`src/logic/gpio_debug_trace_config_pkg.sv`:
```
`default_nettype none
package gpio_debug_trace_config_pkg;

  localparam int DATA_W = 32;
  localparam int ADDR_W = 32;

  // Register byte addresses
  localparam logic [31:0] DEBUG_PIN_CONFIG_ADDR = 32'h0000bc00;
  localparam logic [31:0] DEBUG_PIN_STATUS_ADDR = 32'h0000bc04;
  localparam logic [31:0] TRACE_CHANNEL_SELECT_ADDR = 32'h40004028;

  // Reset values
  localparam logic [31:0] DEBUG_PIN_CONFIG_RST = 32'h00000010;
  localparam logic [31:0] DEBUG_PIN_STATUS_RST = 32'h00000000;
  localparam logic [31:0] TRACE_CHANNEL_SELECT_RST = 32'h00000000;

  // Field positions
  localparam int TRACE_SEL_BIT = 0;
  localparam int DEBUG_OVERRIDE_DISABLE_BIT = 5;
  localparam int REGULATOR_OVERRIDE_DISABLE_BIT = 4;
  localparam int GLOBAL_PAD_STRENGTH_BIT = 3;
  localparam int SAMPLED_BOOT_PIN_BIT = 3;
  localparam int DEBUGGER_FORCED_BIT = 1;
  localparam int SERIAL_WIRE_BIT = 0;

  // AHB encodings
  localparam logic [1:0] HTRANS_IDLE = 2'h0;
  localparam logic [1:0] HTRANS_NONSEQ = 2'h2;
  localparam logic [2:0] HSIZE_BYTE = 3'h0;
  localparam logic [2:0] HSIZE_HALF = 3'h1;
  localparam logic [2:0] HSIZE_WORD = 3'h2;
  localparam logic HRESP_OKAY = 1'b0;

  typedef struct packed {
    logic debugOverrideDisable;
    logic regulatorOverrideDisable;
    logic globalPadStrength;
  } debugCfg_s;

  typedef struct packed {
    logic sampledBootPinState;
    logic debuggerForcedActive;
    logic serialWireEnabled;
  } debugStatus_s;

  typedef struct packed {
    logic isConfig;
    logic isStatus;
    logic isTrace;
    logic [3:0] lanes;
  } busTarget_s;

  typedef enum logic [2:0] {
    PHASE_IDLE = 3'b001,
    PHASE_WRITE = 3'b010,
    PHASE_READ = 3'b100
  } busPhase_e;

endpackage
`default_nettype wire
```
`src/logic/boot_pin_capture.sv`:
```
`default_nettype none
module boot_pin_capture (
  input wire logic sys_clk,
  input wire logic reset_n,
  input wire logic boot_select_pin_low_active,
  output logic sampledBootPinState,
  output logic captureDone
);

  logic captured_ff;
  logic bootState_ff;

  // Single capture on the first edge after reset release
  always_ff @(posedge sys_clk or negedge reset_n) begin
    if (!reset_n) begin
      captured_ff <= 1'b0;
    end else begin
      captured_ff <= 1'b1;
    end
  end

  // Pin is active low: a low level reads as 1
  always_ff @(posedge sys_clk or negedge reset_n) begin
    if (!reset_n) begin
      bootState_ff <= 1'b0;
    end else if (!captured_ff) begin
      bootState_ff <= ~boot_select_pin_low_active; // RULE8
    end
  end

  assign sampledBootPinState = bootState_ff;
  assign captureDone = captured_ff;

endmodule
`default_nettype wire

```
`src/logic/gpio_debug_trace_config.sv`:
```
// Behaviour
// RULE1: Trace select bit 0 high routes PC trace, low routes baseband debug.
// RULE2: Software keeps trace select bits 31 to 1 at zero.
// RULE3: Debug disable bit 5 blocks debug override unless debug already active.
// RULE4: Bit 4 low lets regulator enable drive port A pin 7; high suppresses.
// RULE5: Bit 3 globally enables stronger drive on all pads.
// RULE6: Debug configuration at 0xbc00, resets to 0x00000010.
// RULE7: Software keeps debug configuration bits 31:6 and 2:0 at zero.
// RULE8: Boot pin captured once at reset end; status bit 3 reads 1 if low.
// RULE9: Status bit 1 shows debugger cable forcing the debug interface active.
// RULE10: Status bit 0 shows serial-wire interface enabled by debug port.
// RULE11: Debug status at 0xbc04, reads zero after reset except sampled bits.
// RULE12: Status writes ignored; status reserved bits read zero.
//
// Design decision made here: the AHB-Lite interface to the registers.
`default_nettype none
module gpio_debug_trace_config #(
  parameter int TRACE_W = 8
) (
  input wire logic sys_clk,
  input wire logic reset_n,
  // AHB-Lite slave
  input wire logic hsel,
  input wire logic [31:0] haddr,
  input wire logic [1:0] htrans,
  input wire logic hwrite,
  input wire logic [2:0] hsize,
  input wire logic [31:0] hwdata,
  input wire logic hready,
  output logic hreadyout,
  output logic hresp,
  output logic [31:0] hrdata,
  // Trace channel sources and shared channel
  input wire logic [TRACE_W-1:0] pcTraceData,
  input wire logic [TRACE_W-1:0] baseband_debug_output,
  output logic [TRACE_W-1:0] traceChannelOut,
  // Debug interface
  input wire logic debugRequest,
  input wire logic debugger_forced_active,
  input wire logic serial_wire_enabled,
  output logic debugPinOverride,
  // Regulator enable on port A pin 7
  input wire logic regulatorEnable,
  input wire logic portAPinSevenGpioOut,
  input wire logic portAPinSevenGpioOeN,
  output logic port_a_pin_seven_out,
  output logic port_a_pin_seven_oe_n,
  output logic regulatorOverrideActive,
  // Pads and boot strap
  output logic global_pad_strength,
  input wire logic boot_select_pin_low_active
);

  gpio_debug_trace_config_pkg::debugCfg_s cfg_ff;
  gpio_debug_trace_config_pkg::debugStatus_s status_ff;
  gpio_debug_trace_config_pkg::busTarget_s target;
  gpio_debug_trace_config_pkg::busTarget_s pend_ff;
  gpio_debug_trace_config_pkg::busPhase_e phase_ff;
  gpio_debug_trace_config_pkg::busPhase_e nxt_phase;

  logic traceSel_ff;
  logic debugActive_ff;
  logic nxt_debugActive;
  logic [TRACE_W-1:0] traceOut_ff;
  logic [31:0] hrdata_ff;
  logic [31:0] nxt_hrdata;
  logic [31:0] cfgWord;
  logic [31:0] statusWord;
  logic [31:0] traceWord;
  logic [3:0] lanes;
  logic addrPhase;
  logic writeLow;
  logic cfgWrite;
  logic traceWrite;
  logic bootState;
  logic bootDone;

  // Boot strap capture
  boot_pin_capture i_boot_pin_capture (
    .sys_clk(sys_clk),
    .reset_n(reset_n),
    .boot_select_pin_low_active(boot_select_pin_low_active),
    .sampledBootPinState(bootState),
    .captureDone(bootDone)
  );

  // Zero wait state slave
  assign hreadyout = 1'b1;
  assign hresp = gpio_debug_trace_config_pkg::HRESP_OKAY;

  assign addrPhase = hsel && hready && htrans[1];

  // Byte lanes from size and low address bits
  always_comb begin
    lanes = 4'h0;
    case (hsize)
      gpio_debug_trace_config_pkg::HSIZE_BYTE: begin
        lanes = 4'h1 << haddr[1:0];
      end
      gpio_debug_trace_config_pkg::HSIZE_HALF: begin
        lanes = haddr[1] ? 4'hc : 4'h3;
      end
      gpio_debug_trace_config_pkg::HSIZE_WORD: begin
        lanes = 4'hf;
      end
      default: begin
        lanes = 4'h0;
      end
    endcase
  end

  // Address decode on the word address
  always_comb begin
    target.isConfig = ({haddr[31:2], 2'h0} ==
      gpio_debug_trace_config_pkg::DEBUG_PIN_CONFIG_ADDR);
    target.isStatus = ({haddr[31:2], 2'h0} ==
      gpio_debug_trace_config_pkg::DEBUG_PIN_STATUS_ADDR);
    target.isTrace = ({haddr[31:2], 2'h0} ==
      gpio_debug_trace_config_pkg::TRACE_CHANNEL_SELECT_ADDR);
    target.lanes = lanes;
  end

  // Bus phase tracking
  always_comb begin
    nxt_phase = gpio_debug_trace_config_pkg::PHASE_IDLE;
    if (addrPhase) begin
      if (hwrite) begin
        nxt_phase = gpio_debug_trace_config_pkg::PHASE_WRITE;
      end else begin
        nxt_phase = gpio_debug_trace_config_pkg::PHASE_READ;
      end
    end else if (!hready) begin
      nxt_phase = phase_ff;
    end
  end

  // Phase register
  always_ff @(posedge sys_clk or negedge reset_n) begin
    if (!reset_n) begin
      phase_ff <= gpio_debug_trace_config_pkg::PHASE_IDLE;
    end else begin
      phase_ff <= nxt_phase;
    end
  end

  // Address phase capture for the following data phase
  always_ff @(posedge sys_clk or negedge reset_n) begin
    if (!reset_n) begin
      pend_ff <= '0;
    end else if (hready) begin
      pend_ff <= addrPhase ? target : '0;
    end
  end

  // Data phase decode; only the low byte holds fields
  always_comb begin
    writeLow = 1'b0;
    case (phase_ff)
      gpio_debug_trace_config_pkg::PHASE_IDLE: begin
        writeLow = 1'b0;
      end
      gpio_debug_trace_config_pkg::PHASE_WRITE: begin
        writeLow = pend_ff.lanes[0];
      end
      gpio_debug_trace_config_pkg::PHASE_READ: begin
        writeLow = 1'b0;
      end
      default: begin
        writeLow = 1'b0;
      end
    endcase
  end

  // Per-register write strobes for the data phase end edge
  assign cfgWrite = writeLow && pend_ff.isConfig;
  assign traceWrite = writeLow && pend_ff.isTrace;

  // Debug configuration register
  always_ff @(posedge sys_clk or negedge reset_n) begin
    if (!reset_n) begin
      cfg_ff.debugOverrideDisable <=
        gpio_debug_trace_config_pkg::DEBUG_PIN_CONFIG_RST[
          gpio_debug_trace_config_pkg::DEBUG_OVERRIDE_DISABLE_BIT]; // RULE6
      cfg_ff.regulatorOverrideDisable <=
        gpio_debug_trace_config_pkg::DEBUG_PIN_CONFIG_RST[
          gpio_debug_trace_config_pkg::REGULATOR_OVERRIDE_DISABLE_BIT]; // RULE6
      cfg_ff.globalPadStrength <=
        gpio_debug_trace_config_pkg::DEBUG_PIN_CONFIG_RST[
          gpio_debug_trace_config_pkg::GLOBAL_PAD_STRENGTH_BIT]; // RULE6
    end else if (cfgWrite) begin
      cfg_ff.debugOverrideDisable <=
        hwdata[gpio_debug_trace_config_pkg::DEBUG_OVERRIDE_DISABLE_BIT];
      cfg_ff.regulatorOverrideDisable <=
        hwdata[gpio_debug_trace_config_pkg::REGULATOR_OVERRIDE_DISABLE_BIT];
      cfg_ff.globalPadStrength <=
        hwdata[gpio_debug_trace_config_pkg::GLOBAL_PAD_STRENGTH_BIT];
    end
  end

  // Trace channel select register
  always_ff @(posedge sys_clk or negedge reset_n) begin
    if (!reset_n) begin
      traceSel_ff <= gpio_debug_trace_config_pkg::TRACE_CHANNEL_SELECT_RST[
        gpio_debug_trace_config_pkg::TRACE_SEL_BIT];
    end else if (traceWrite) begin
      traceSel_ff <= hwdata[gpio_debug_trace_config_pkg::TRACE_SEL_BIT];
    end
  end

  // Status snapshot; bus writes never reach it
  always_ff @(posedge sys_clk or negedge reset_n) begin
    if (!reset_n) begin
      status_ff <= '0; // RULE11
    end else begin
      status_ff.sampledBootPinState <= bootState; // RULE8
      status_ff.debuggerForcedActive <= debugger_forced_active; // RULE9
      status_ff.serialWireEnabled <= serial_wire_enabled; // RULE10
    end
  end

  // Debug override latch: once active, disable cannot drop it
  always_comb begin
    nxt_debugActive = 1'b0;
    // Request gone: pins return on the next clock edge
    if (!debugRequest) begin
      nxt_debugActive = 1'b0;
    end else if (debugActive_ff) begin
      nxt_debugActive = 1'b1; // RULE3
    end else begin
      nxt_debugActive = !cfg_ff.debugOverrideDisable; // RULE3
    end
  end

  always_ff @(posedge sys_clk or negedge reset_n) begin
    if (!reset_n) begin
      debugActive_ff <= 1'b0;
    end else if (bootDone) begin
      debugActive_ff <= nxt_debugActive;
    end
  end

  assign debugPinOverride = debugActive_ff;

  // Shared trace channel
  always_ff @(posedge sys_clk or negedge reset_n) begin
    if (!reset_n) begin
      traceOut_ff <= '0;
    end else if (traceSel_ff) begin
      traceOut_ff <= pcTraceData; // RULE1
    end else begin
      traceOut_ff <= baseband_debug_output; // RULE1
    end
  end

  assign traceChannelOut = traceOut_ff;

  // Regulator enable override of port A pin 7
  assign regulatorOverrideActive = !cfg_ff.regulatorOverrideDisable; // RULE4

  // Pin is driven as an output while the override holds it
  always_comb begin
    if (regulatorOverrideActive) begin
      port_a_pin_seven_out = regulatorEnable; // RULE4
      port_a_pin_seven_oe_n = 1'b0; // RULE4
    end else begin
      port_a_pin_seven_out = portAPinSevenGpioOut;
      port_a_pin_seven_oe_n = portAPinSevenGpioOeN;
    end
  end

  // Global pad drive
  assign global_pad_strength = cfg_ff.globalPadStrength; // RULE5

  // Readback words; unused bits read zero
  always_comb begin
    cfgWord = '0;
    cfgWord[gpio_debug_trace_config_pkg::DEBUG_OVERRIDE_DISABLE_BIT] =
      cfg_ff.debugOverrideDisable;
    cfgWord[gpio_debug_trace_config_pkg::REGULATOR_OVERRIDE_DISABLE_BIT] =
      cfg_ff.regulatorOverrideDisable;
    cfgWord[gpio_debug_trace_config_pkg::GLOBAL_PAD_STRENGTH_BIT] =
      cfg_ff.globalPadStrength;
    if (cfgWrite) begin
      cfgWord[gpio_debug_trace_config_pkg::DEBUG_OVERRIDE_DISABLE_BIT] =
        hwdata[gpio_debug_trace_config_pkg::DEBUG_OVERRIDE_DISABLE_BIT];
      cfgWord[gpio_debug_trace_config_pkg::REGULATOR_OVERRIDE_DISABLE_BIT] =
        hwdata[gpio_debug_trace_config_pkg::REGULATOR_OVERRIDE_DISABLE_BIT];
      cfgWord[gpio_debug_trace_config_pkg::GLOBAL_PAD_STRENGTH_BIT] =
        hwdata[gpio_debug_trace_config_pkg::GLOBAL_PAD_STRENGTH_BIT];
    end
  end

  always_comb begin
    statusWord = '0; // RULE12
    statusWord[gpio_debug_trace_config_pkg::SAMPLED_BOOT_PIN_BIT] =
      status_ff.sampledBootPinState;
    statusWord[gpio_debug_trace_config_pkg::DEBUGGER_FORCED_BIT] =
      status_ff.debuggerForcedActive;
    statusWord[gpio_debug_trace_config_pkg::SERIAL_WIRE_BIT] =
      status_ff.serialWireEnabled;
  end

  always_comb begin
    traceWord = '0;
    traceWord[gpio_debug_trace_config_pkg::TRACE_SEL_BIT] = traceSel_ff;
    if (traceWrite) begin
      traceWord[gpio_debug_trace_config_pkg::TRACE_SEL_BIT] =
        hwdata[gpio_debug_trace_config_pkg::TRACE_SEL_BIT];
    end
  end

  // Read mux, sampled at the address phase edge
  always_comb begin
    nxt_hrdata = '0;
    case ({target.isConfig, target.isStatus, target.isTrace})
      3'b100: begin
        nxt_hrdata = cfgWord;
      end
      3'b010: begin
        nxt_hrdata = statusWord;
      end
      3'b001: begin
        nxt_hrdata = traceWord;
      end
      default: begin
        nxt_hrdata = '0; // Unmapped words read zero
      end
    endcase
  end

  // Read data stands for one data phase, then clears
  always_ff @(posedge sys_clk or negedge reset_n) begin
    if (!reset_n) begin
      hrdata_ff <= '0;
    end else if (addrPhase && !hwrite) begin
      hrdata_ff <= nxt_hrdata;
    end else if (hready) begin
      hrdata_ff <= '0;
    end
  end

  assign hrdata = hrdata_ff;

endmodule
`default_nettype wire

```
`config.mk`:
```
export PLATFORM = sky130hd
export DESIGN_NAME = gpio_debug_trace_config
export DESIGN_NICKNAME = d
export VERILOG_FILES = /design/src/logic/gpio_debug_trace_config_pkg.sv /design/src/logic/boot_pin_capture.sv /design/src/logic/gpio_debug_trace_config.sv
export SDC_FILE = /design/constraint.sdc
export NUM_CORES = 1
export LEC_CHECK = 0
export ABC_AREA = 1
export BUFFER_PORTS_ARGS = -buffer_cell sky130_fd_sc_hd__buf_2
export CORE_ASPECT_RATIO = 1.1
export CORE_MARGIN = 5
export CORE_UTILIZATION = 41
export DETAILED_ROUTE_END_ITERATION = 6
export GPL_TIMING_DRIVEN = 0
export PLACE_DENSITY = 0.95
export SLEW_MARGIN = 20
export SYNTH_ARGS = -nofsm -noshare
export SYNTH_HDL_FRONTEND = slang
export SYNTH_SLANG_ARGS = --single-unit
```
`constraint.sdc`:
```
create_clock -name sys_clk -period 2.4 [get_ports sys_clk]
set_clock_uncertainty 0.2 [all_clocks]
set_input_delay 0.48 -clock sys_clk [delete_from_list [all_inputs] [get_ports sys_clk]]
set_output_delay 0.48 -clock sys_clk [all_outputs]
set_load 0.01 [all_outputs]
```
[Word-level counts from Yosys, hierarchy flattened]
Index checks and enable logic that the tools add are counted.
Operators by class
  equal/unequal tests: 9
  mux-type cells: 17
  shift operators: 1
  bitwise logic cells: 1
  reduce and logical (&&, ||, !) cells: 11
Operators with widths (number)
  $mux 32: 2
  $eq 30x14->1 const B: 2
  $eq 30x29->1 const B: 1
  $pmux 6 s3: 1
  $mux 3: 4
  $pmux 4 s3: 1
  $eq 3x2->1 const B: 3
  $mux 8: 1
  $mux 7: 1
  $eq 3x1->1 const B: 2
  $mux 1: 6
  $logic_and 1x1->1: 5
  $mux 4: 1
  $reduce_bool 2->1: 2
  $shl 1x2->4 const A: 1
  $eq 3x3->1 const B: 1
  $logic_not 1->1: 3
  $logic_not 3->1: 1
  $not 1->1: 1
Storage, ports and cells
  flip-flop bits (word level): 56
  output and inout bits: 47

[Longest topological paths before layout]
Gate-level depths: netlist (run 1).
  depth in word-level cells: 6
  mapped depth: 9
  gate-level depth less buffers: 9

[By module]
A second synthesis (run 1) with hierarchy kept.
Second synthesis, totals
  cells, all modules: 207
  area, all modules: 1644.1 µm²
Modules (own cells, without submodules)
  gpio_debug_trace_config: instances 1, area an instance 1581.5 µm², cells an instance 202, seq. area each 678.2 µm²
  boot_pin_capture: instances 1, area an instance 62.6 µm², cells an instance 5, seq. area each 50.0 µm²

[Worst setup path after synthesis (run 1)]
No wires, ideal clock.
  kind: register to output
  start point: register cfg_ff[1] in the netlist's numbering
  end point: output port port_a_pin_seven_out
  path buffers: 0
  stages on the path, launching flop included: 4
  setup slack: 0.991 ns
  data arrival time: 0.729 ns
  cell sequence: dfstp_2 inv_1 nand2_1 nand2_1
Between the ends
  word-level cells in the longest chain between the ends: 1
Ends and longest elaborated chain
  start: declaration: line gpio_debug_trace_config.sv:54  | gpio_debug_trace_config_pkg::debugCfg_s cfg_ff;
  $mux 1: line gpio_debug_trace_config.sv:262  | if (regulatorOverrideActive) begin
  end: declaration: line gpio_debug_trace_config.sv:46  | output logic port_a_pin_seven_out,
No other way between the ends.

[Worst setup path in the final report (run 1)]
Ends and elaborated chain as after synthesis.

==> impl_metrics.csv, run 1 <==
group,metric,value,unit
synthesis,syn_area_per_cell,7.96,sq um
sta,max-slew-margin-rel,57.6,%
clocking,cts_buffer_depth,2,
worst_setup_path,required,1.72,ns
sta,rsz0062_at_grt,"no",
sta,whs,0.0212,ns
synthesis,yosysTopAreaCellShare,41.2,%
drt,first_pass_iters,4,
cells_and_area,stdcell_area,0.00237,sq mm
cells_and_area,layout-drive-gt1-share,42.5,%
synthesis,synth_commonest_cells,"nand2_1, buf_4, inv_1",
drt,drt_iter0_markers,32,
synthesis,yosysMostFrequentCell,"nand2_1",
synthesis,yosysWarnings,0,
clocking,root_buffer,"clkbuf_8",
sta,hold_viol_final,0,
synthesis,synthTopCellsByArea,"dfrtp_1, buf_4, nand2_1",
sta,slew_viol_final,0,
sta,worst_slew_pin_slew,0.636,ns
synthesis,synth_cell_types,22,
outcome,status,"complete, no violations",
clocking,holdBufCountCts,0,
worst_setup_path,end_kind,"output pin",
cells_and_area,finalNonFillerCells,379,
sta,period_share,75.4,%
worst_setup_path,cpMaxStageDelayCell,"dfstp_2",
floorplan,core-area,0.00390,sq mm
drt,drc,0,
cells_and_area,area_growth,44.5,%
floorplan,chipHeight,76.3,um
clocking,cts.sinks,29,
placed_design,port_buffers,85,
worst_setup_path,cp.buffers_inverters,2,
worst_setup_path,cp_top_family,"flip-flops",
global_route,grt_pass1_vias,1555,
global_route,antenna_found_initial,0,
sta,setup_violations,0,
worst_setup_path,slowest_delay,0.55,ns
floorplan,die_x,70.3,um
worst_setup_path,crit_chain,"inv_1 > nand2_1 > nand2_1 > buf_2",
synthesis,synth_edf_count,0,
clocking,cts_resized,0,
clocking,clock_latency,0.28,ns
power_and_ir_drop,power_density,549,mW/mm^2
placed_design,dp.cells,371,
global_route,grt-ovfl-total,0,
power_and_ir_drop,p_leak,1.41,nW
clocking,cts_tree,"done",
global_route,grt_max_degree,30,
synthesis,ys.flop_type,"dfrtp_1",
floorplan,dieArea,0.00537,sq mm
cells_and_area,antenna_cells,0,
sta,max_freq,0.553,GHz
placed_design,gp_congestion,0.807,
floorplan,num_rows,24,
placed_design,hpwl,3.39,mm
floorplan,start_util,42.0,%
synthesis,synth.cell_area,0.00164,sq mm
floorplan,io_pins,144,
power_and_ir_drop,peakVddDrop,0.000344,V
worst_setup_path,critical_path.startpoint_type,"register",
worst_setup_path,crit_fanout,3,
drt,antenna_left,0,
drt,post_drt_wl_per_cell,10.4,um
worst_setup_path,critPathKind,"register to output pin",
global_route,grt_first_pass_wirelength,6.43,mm
synthesis,seq_area_frac_synth,44.4,%
drt,vias_per_cell,4.09,
synthesis,synth_top_cell_by_area,"dfrtp_1",
clocking,clkSlewWorstSetupHoldPaths,0.06,ns
placed_design,placed_area,0.00224,sq mm
drt,drt-total-wl,3.93,mm
cells_and_area,final_util,60.7,%
synthesis,synth-seq-cells,29,
cells_and_area,nets,423,
synthesis,synth_async_sr_flop_share,100,%
flow_run,cap_violations,0,
worst_setup_path,arrival,1.13,ns
worst_hold_path,hold_path_class,"input port to asynchronous set/reset pin",
sta,fin_crit,1.81,ns
clocking,cts-buffers-inserted,5,
power_and_ir_drop,power.total,1.30,mW
sta,finalSetupTns,0,ns
worst_setup_path,cp_common_cell,"nand2_1",
drt,dr_total_vias,1551,
synthesis,synthCells,206,
placed_design,post-place-ws,0.775,ns
clocking,h-tree-depth,2,
clocking,cts_setup_buffers,0,
sta,fin_ws,0.591,ns
global_route,grt_use_total,14.9,%
[power breakdown]
part	internal, mW	leakage (nW)	switching [mW]	total, mW
clock	0.412	0.0681	0.180	0.592
combinational	0.0971	0.985	0.0923	0.189
sequential	0.511	0.353	0.00904	0.520
total	1.02	1.41	0.281	1.30
[registers in the layout, summed over array words and instances (netlist names)]
signal	flops
cfg_ff	2
debugPinOverride	1
global_pad_strength	1
hrdata	5
i_boot_pin_capture.captureDone	1
i_boot_pin_capture.sampledBootPinState	1
pend_ff	3
phase_ff	3
statusWord	3
traceChannelOut	8
traceSel_ff	1
[final cells by class]
type	instances	area (sq um)
repair buffers	85	425
clock inverters	3	65.1
clock buffers	5	68.8
inverters	31	116
plain buffers	30	223
multi-input cells	144	678
fillers	353	1530
flip-flops and latches	29	728
well taps	52	65.1
[worst reg2reg max path, stage by stage, from the launching register on]
cell	delay (ns)
dfstp_2	0.56
nor2_4	0.06
nand3_4	0.10
nor2_1	0.05
a21oi_1	0.22
nand3_1	0.11
nand2_1	0.08
[cells in the final DEF, fill, tap and decap left out, types with 3 or more instances in the layout]
master | netlist | routed
nand3_1 | 10 | 10
dfrtp_1 | 27 | 27
o21ai_0 | 5 | 5
inv_1 | 28 | 28
a21oi_1 | 5 | 5
clkbuf_8 | 0 | 5
mux2_2 | 8 | 8
nand2_1 | 53 | 53
buf_2 | 1 | 86
conb_1 | 2 | 30
nand4_1 | 3 | 3
nor2_1 | 21 | 21
buf_4 | 29 | 29
[logic make-up (layout without fill, tap and decap cells)]
| logic type | Yosys count | count (layout) | synth area share (%) |
|---|---|---|---|
| AO/OA/AOI/OAI | 13 | 13 | 4.27 |
| flip-flops | 29 | 29 | 44.4 |
| buffers and inverters | 61 | 154 | 20.7 |
| other | 2 | 30 | 0.458 |
| multiplexers | 8 | 8 | 5.49 |
| AND/OR/NAND/NOR | 93 | 93 | 24.7 |
[layer usage]
layer | vias to the layer above | track usage, % | wire length, um
met3 | 9 | 5.41 | 387
met2 | 65 | 26.5 | 2080
met1 | 672 | 15.6 | 1380
li1 | 805 | - | -
met5 | - | 0 | 0
met4 | 0 | 6.13 | 86
[worst paths after layout]
path,slack [ns],cells past startpoint,end,startpoint
min in group sys_clk,0.10,1,statusWord[0],serial_wire_enabled
min,0.02,1,hrdata[1],reset_n
max reg2reg,0.97,6,hrdata[4],phase_ff[0]
max,0.59,4,port_a_pin_seven_out,cfg_ff[1]
min reg2reg,0.18,0,statusWord[3],i_boot_pin_capture.sampledBootPinState
max in group asynchronous,1.56,1,traceChannelOut[7],reset_n
No activity file was read; power rests on OpenSTA's default activity.
==> run 2: changes to the inputs <==
--- a/config.mk
+++ b/config.mk
@@ -9,10 +9,10 @@
 export BUFFER_PORTS_ARGS = -buffer_cell sky130_fd_sc_hd__buf_2
 export CORE_ASPECT_RATIO = 1.1
 export CORE_MARGIN = 5
-export CORE_UTILIZATION = 41
+export CORE_UTILIZATION = 34
 export DETAILED_ROUTE_END_ITERATION = 6
 export GPL_TIMING_DRIVEN = 0
-export PLACE_DENSITY = 0.95
+export PLACE_DENSITY = 0.86
 export SLEW_MARGIN = 20
 export SYNTH_ARGS = -nofsm -noshare
 export SYNTH_HDL_FRONTEND = slang
==> constraint.sdc (replaced) <==
create_clock -name sys_clk -period 1.5 [get_ports sys_clk]
set_clock_uncertainty 0.2 [all_clocks]
set_input_delay 0.3 -clock sys_clk [delete_from_list [all_inputs] [get_ports sys_clk]]
set_output_delay 0.3 -clock sys_clk [all_outputs]
set_load 0.01 [all_outputs]
==> run 2 against run 1 <==
  * The flow now finishes with violations (negative setup slack)
  * Critical path depth is the same
  * First-iteration DRC count grew 3.1%
  * Register-to-register slack worse by 0.85 ns
  * Non-clock buffer count is 4 higher
  * Via count rose by 1.5%
  * Worst hold slack got worse by 0.0071 ns
  * Count of clock-buffer cells in the layout increased by 2
  * Critical path type unchanged
  * Core utilization decreased by 9.4 points
  * Clock power up 17%
==> impl_metrics.csv, run 2 (synthesis results as in run 1) <==
group,metric,value,unit
outcome,status,"finished, violations left",
outcome,violations,"negative setup slack",
sta,fin_ws,-0.0764,ns
worst_hold_path,whs_path_depth,2,
power_and_ir_drop,peakVddDrop,0.000772,V
cells_and_area,multi_input_area,686,sq um
placed_design,hpwl,3.27,mm
sta,whs,0.0141,ns
clocking,clock_latency,0.27,ns
worst_setup_path,crit_chain,"inv_2 > nand2_1 > nand2_1 > buf_2",
cells_and_area,nets,427,
worst_setup_path,critical_path.startpoint_type,"register",
worst_setup_path,cp.buffers_inverters,2,
cells_and_area,regArea,728,sq um
power_and_ir_drop,p_leak,1.41,nW
placed_design,dp.cells,375,
sta,fin_crit,1.58,ns
cells_and_area,antenna_cells,0,
floorplan,num_rows,26,
drt,post_drt_wl_per_cell,10.1,um
cells_and_area,layout_commonest_cell,"buf_2",
global_route,grt_pass1_vias,1541,
clocking,root_buffer,"clkbuf_8",
worst_setup_path,arrival,1.08,ns
worst_hold_path,hold_path_end,"i_boot_pin_capture.sampledBootPinState",
worst_setup_path,critPathKind,"register to output pin",
worst_setup_path,reg2regPathDepth,8,
sta,slew_viol_final,0,
drt,wl_met2,2.01,mm
cells_and_area,final_util,51.3,%
worst_setup_path,cp_common_cell,"nand2_1",
worst_setup_path,required,1.00,ns
cells_and_area,layout-drive-gt1-share,43.2,%
worst_setup_path,cp_top_family,"flip-flops",
floorplan,chipHeight,82.9,um
global_route,grt_use_total,12.1,%
sta,hold_viol_final,0,
cells_and_area,area_growth,45.5,%
power_and_ir_drop,combinationalPowerShare,17.0,%
drt,first_pass_iters,4,
sta,max_freq,0.634,GHz
flow_run,cap_violations,0,
floorplan,core-area,0.00465,sq mm
worst_setup_path,cpMaxStageDelayCell,"dfstp_2",
power_and_ir_drop,clockPowerShare,37.7,%
sta,worst_slew_pin_slew,0.628,ns
power_and_ir_drop,sequentialPowerShare,45.3,%
cells_and_area,most-common-layout-cells,"buf_2, nand2_1, buf_4, conb_1",
power_and_ir_drop,power_density,769,mW/mm^2
floorplan,die_x,76.2,um
floorplan,dieArea,0.00632,sq mm
drt,vias_per_cell,4.07,
cells_and_area,finalNonFillerCells,387,
drt,antenna_left,0,
global_route,grt_first_pass_wirelength,6.35,mm
clocking,h-tree-depth,2,
power_and_ir_drop,swShare,24.1,%
drt,drc,0,
drt,highest_layer,"met4",
worst_hold_path,hp-start,"boot_select_pin_low_active",
global_route,grt-ovfl-total,0,
worst_hold_path,hold_path_class,"input port to register",
power_and_ir_drop,p_int,1.39,mW
drt,dr_total_vias,1574,
worst_setup_path,crit_fanout,3,
drt,wl_met3,527,um
sta,period_share,105,%
clocking,cts_buffer_depth,2,
clocking,clkSlewWorstSetupHoldPaths,0.06,ns
floorplan,io_pins,144,
cells_and_area,largest_register_ffs,8,
worst_setup_path,timing.rr.end,"hrdata[3]",
floorplan,start_util,35.3,%
sta,rsz0062_at_grt,"yes",
worst_setup_path,end_kind,"output pin",
placed_design,port_buffers,85,
clocking,cts-buffers-inserted,5,
worst_setup_path,slowest_delay,0.54,ns
global_route,antenna_found_initial,0,
global_route,grt_max_degree,30,
power_and_ir_drop,p_sw,0.442,mW
worst_setup_path,r2r_slack,0.12,ns
clocking,cts.sinks,29,
cells_and_area,final.fill_count,449,
clocking,cts_tree,"done",
drt,drt_iter0_markers,33,
drt,drt-total-wl,3.92,mm
sta,setup_violations,2,
worst_setup_path,reg2reg_from,"phase_ff[0]",
sta,max-slew-margin-rel,58.1,%
placed_design,gp_congestion,0.704,
drt,wl_met1,1.36,mm
==> run 2: changes by cell type in the layout (fill, tap and decap cells not counted) <==
cell and delta:
a21oi_2 +2, inv_2 +1, clkbuf_8 +2, bufinv_16 -2, buf_4 +1, inv_1 -1, dlygate4sd3_1 +3, a21oi_1 -2
==> run 2: final cells by class <==
type / instances / share of cell area [%]
clock buffer: 7 / 4.04
sequential: 29 / 30.5
timing repair buffer: 89 / 19.4
buffer: 30 / 9.33
tap: 56 / 2.94
multi-input combinational: 144 / 28.7
clock inverter: 1 / 0.210
inverter: 31 / 4.87
==> run 2: power by group through the flow <==
stage	clock network [mW]	logic [mW]	registers, mW
3_3_place_gp	0	0.293	0.844
6_report	0.692	0.312	0.831
5_1_grt	0.749	0.351	0.834
3_5_place_dp	0	0.301	0.845
4_1_cts	0.715	0.310	0.832
2_1_floorplan	0	0.160	0.851
==> run 2: timing repair <==
action,CTS,global route
hold buffers,3,0
pin swaps,1,1
resized for setup,1,2
buffers inserted,1,0
endpoints found under the setup margin,3,5
endpoints found under the hold margin,29,0
==> run 2: per-stage QoR <==
step | worst slack (ns) | power [mW] | instance area [sq um] | TNS (ns)
6_report | -0.0764 | 1.84 | 2390 | -0.100
5_1_grt | -0.138 | 1.93 | 2390 | -0.239
4_1_cts | -0.0925 | 1.86 | 2380 | -0.146
3_5_place_dp | 0.0847 | 1.15 | 2240 | 0
3_3_place_gp | 0.101 | 1.14 | 2240 | 0
2_1_floorplan | 0.253 | 1.01 | 1750 | 0
==> run 2: worst max-delay path by stage <==
stage | cells past startpoint | slack [ns] | from | endpoint
floorplan | 8 | 0.25 | phase_ff[0] | hrdata[3]
global placement | 10 | 0.10 | haddr[22] | hrdata[5]
detailed placement | 10 | 0.08 | haddr[22] | hrdata[5]
CTS | 4 | -0.09 | cfg_ff[1] | port_a_pin_seven_out
global route | 4 | -0.14 | cfg_ff[1] | port_a_pin_seven_out
finish | 4 | -0.08 | cfg_ff[1] | port_a_pin_seven_out
==> run 2: layer usage <==
metal	global-route usage, %	vias to the layer above
met1	11.5	681
met2	21.3	74
met5	0	-
met4	3.34	0
li1	-	815
met3	7.90	4
==> run 3: changes to the inputs <==
--- a/config.mk
+++ b/config.mk
@@ -12,7 +12,7 @@
 export CORE_UTILIZATION = 34
 export DETAILED_ROUTE_END_ITERATION = 6
 export GPL_TIMING_DRIVEN = 0
-export PLACE_DENSITY = 0.86
+export PLACE_DENSITY_LB_ADDON = 0.1
 export SLEW_MARGIN = 20
 export SYNTH_ARGS = -nofsm -noshare
 export SYNTH_HDL_FRONTEND = slang
==> run 3 against run 2 <==
  * Count of clock-buffer cells in the layout did not move
  * Critical endpoint unchanged
  * The flow still finishes with violations (negative setup slack)
  * First-iteration DRC count grew 52%
  * Critical path depth unchanged
  * Wire length decreased by 3.1%
  * Via count decreased by 2.4%
==> impl_metrics.csv, run 3 (synthesis results as in run 1) <==
group,metric,value,unit
placed_design,placed_area,0.00224,sq mm
sta,hold_viol_final,0,
drt,vias_per_cell,3.96,
cells_and_area,most-common-layout-cells,"buf_2, nand2_1, buf_4",
power_and_ir_drop,p_leak,1.41,nW
global_route,grt-ovfl-total,0,
cells_and_area,layout-drive-gt1-share,43.7,%
worst_setup_path,required,1.00,ns
clocking,clock_latency,0.27,ns
sta,rsz0062_at_grt,"yes",
drt,antenna_left,0,
sta,worst_slew_pin_slew,0.644,ns
placed_design,post-place-ws,0.0425,ns
clocking,cts.sinks,29,
cells_and_area,area_growth,46.0,%
clocking,cts_buffer_depth,2,
placed_design,gp_congestion,0.686,
sta,max-slew-margin-rel,57.1,%
drt,post_drt_wl_per_cell,9.80,um
sta,setup_violations,3,
floorplan,start_util,35.3,%
floorplan,io_pins,144,
worst_hold_path,hold_path_class,"input port to register",
global_route,grt_use_total,11.5,%
worst_setup_path,critPathKind,"register to output pin",
cells_and_area,multi_input_area,686,sq um
power_and_ir_drop,peakVddDrop,0.000585,V
drt,drc,0,
cells_and_area,nets,428,
global_route,grt_pass1_vias,1437,
outcome,violations,"negative setup slack",
floorplan,chipHeight,82.9,um
global_route,grt_max_degree,30,
sta,slew_viol_final,0,
sta,max_freq,0.634,GHz
outcome,status,"finished, violations left",
worst_setup_path,arrival,1.08,ns
clocking,clkSlewWorstSetupHoldPaths,0.06,ns
worst_setup_path,critical_path.startpoint_type,"register",
drt,drt-total-wl,3.80,mm
placed_design,port_buffers,85,
sta,whs,0.0158,ns
sta,period_share,105,%
clocking,root_buffer,"clkbuf_8",
clocking,cts_tree,"done",
worst_setup_path,end_kind,"output pin",
global_route,grt_first_pass_wirelength,6.11,mm
clocking,h-tree-depth,2,
cells_and_area,layout_commonest_cell,"buf_2",
global_route,antenna_found_initial,0,
cells_and_area,antenna_cells,0,
cells_and_area,final.fill_count,473,
cells_and_area,stdcell_area,0.00239,sq mm
floorplan,core-area,0.00465,sq mm
cells_and_area,regArea,728,sq um
flow_run,cap_violations,0,
drt,first_pass_iters,4,
floorplan,num_rows,26,
floorplan,dieArea,0.00632,sq mm
sta,fin_crit,1.58,ns
drt,drt_iter0_markers,50,
cells_and_area,largest_register_ffs,8,
drt,dr_total_vias,1537,
floorplan,die_x,76.2,um
clocking,cts-buffers-inserted,5,
power_and_ir_drop,power_density,769,mW/mm^2
placed_design,hpwl,3.10,mm
worst_setup_path,crit_fanout,3,
sta,fin_ws,-0.0764,ns
## run 3: changes by cell type in the layout (fill, tap and decap cells not counted), sizes merged
cell / change
buf: +1
## run 3: area by class of cell
type,count,area share (%)
buffer,30,9.30
clock buffer,7,4.02
clock inverter,1,0.209
inverter,31,4.86
multi-input combinational,144,28.6
sequential,29,30.4
tap,56,2.93
timing repair buffer,90,19.6
## run 3: worst paths after layout
kind | startpoint | end | slack (ns) | cells after the start
worst min register to register | i_boot_pin_capture.sampledBootPinState | statusWord[3] | 0.18 | 0
worst max register to register | cfg_ff[1] | hrdata[4] | 0.07 | 6
min in group asynchronous | reset_n | traceChannelOut[1] | 0.38 | 2
worst max-delay path | cfg_ff[1] | port_a_pin_seven_out | -0.08 | 4
worst min-delay path | boot_select_pin_low_active | i_boot_pin_capture.sampledBootPinState | 0.02 | 2
max in group asynchronous | reset_n | hrdata[4] | 0.30 | 2
## run 3: metal layers
layer  part of all wire (%)  vias to the layer above  GRT usage [%]
met2                     49                       66           19.2
met3                     12                        5           6.39
met5                      0                        -              0
met4                   0.84                        0           2.86
li1                       -                      819              -
met1                     37                      647           12.7
## run 3: where the power goes
group          internal, mW  switching [mW]  leakage (nW)
Sequential            0.817          0.0139         0.353
Clock                 0.414           0.286        0.0542
Combinational         0.164           0.148          1.01
## run 3: repair_timing
action,in CTS,in global routing
setup buffers,1,1
pin swaps,0,3
setup endpoints to repair,3,4
hold buffers,3,0
endpoints found under the hold margin,29,0
resized for setup,1,3
## run 3: worst max-delay path, cell delays in order (launching register included)
cell and delay [ns]:
dfstp_2 0.55, inv_2 0.05, nand2_2 0.04, nand2_1 0.04
buf_2 0.13
## run 3: per-stage QoR
step | setup TNS (ns) | utilization [%] | power [mW] | instances
after floorplan | 0 | - | 1.01 | 234
after global placement | 0 | 48.2 | 1.14 | 375
after detailed placement | 0 | 48.2 | 1.15 | 375
after CTS | -0.132 | 51.2 | 1.87 | 387
after global routing | -0.292 | 51.5 | 1.95 | 388
final | -0.107 | 51.5 | 1.84 | 388
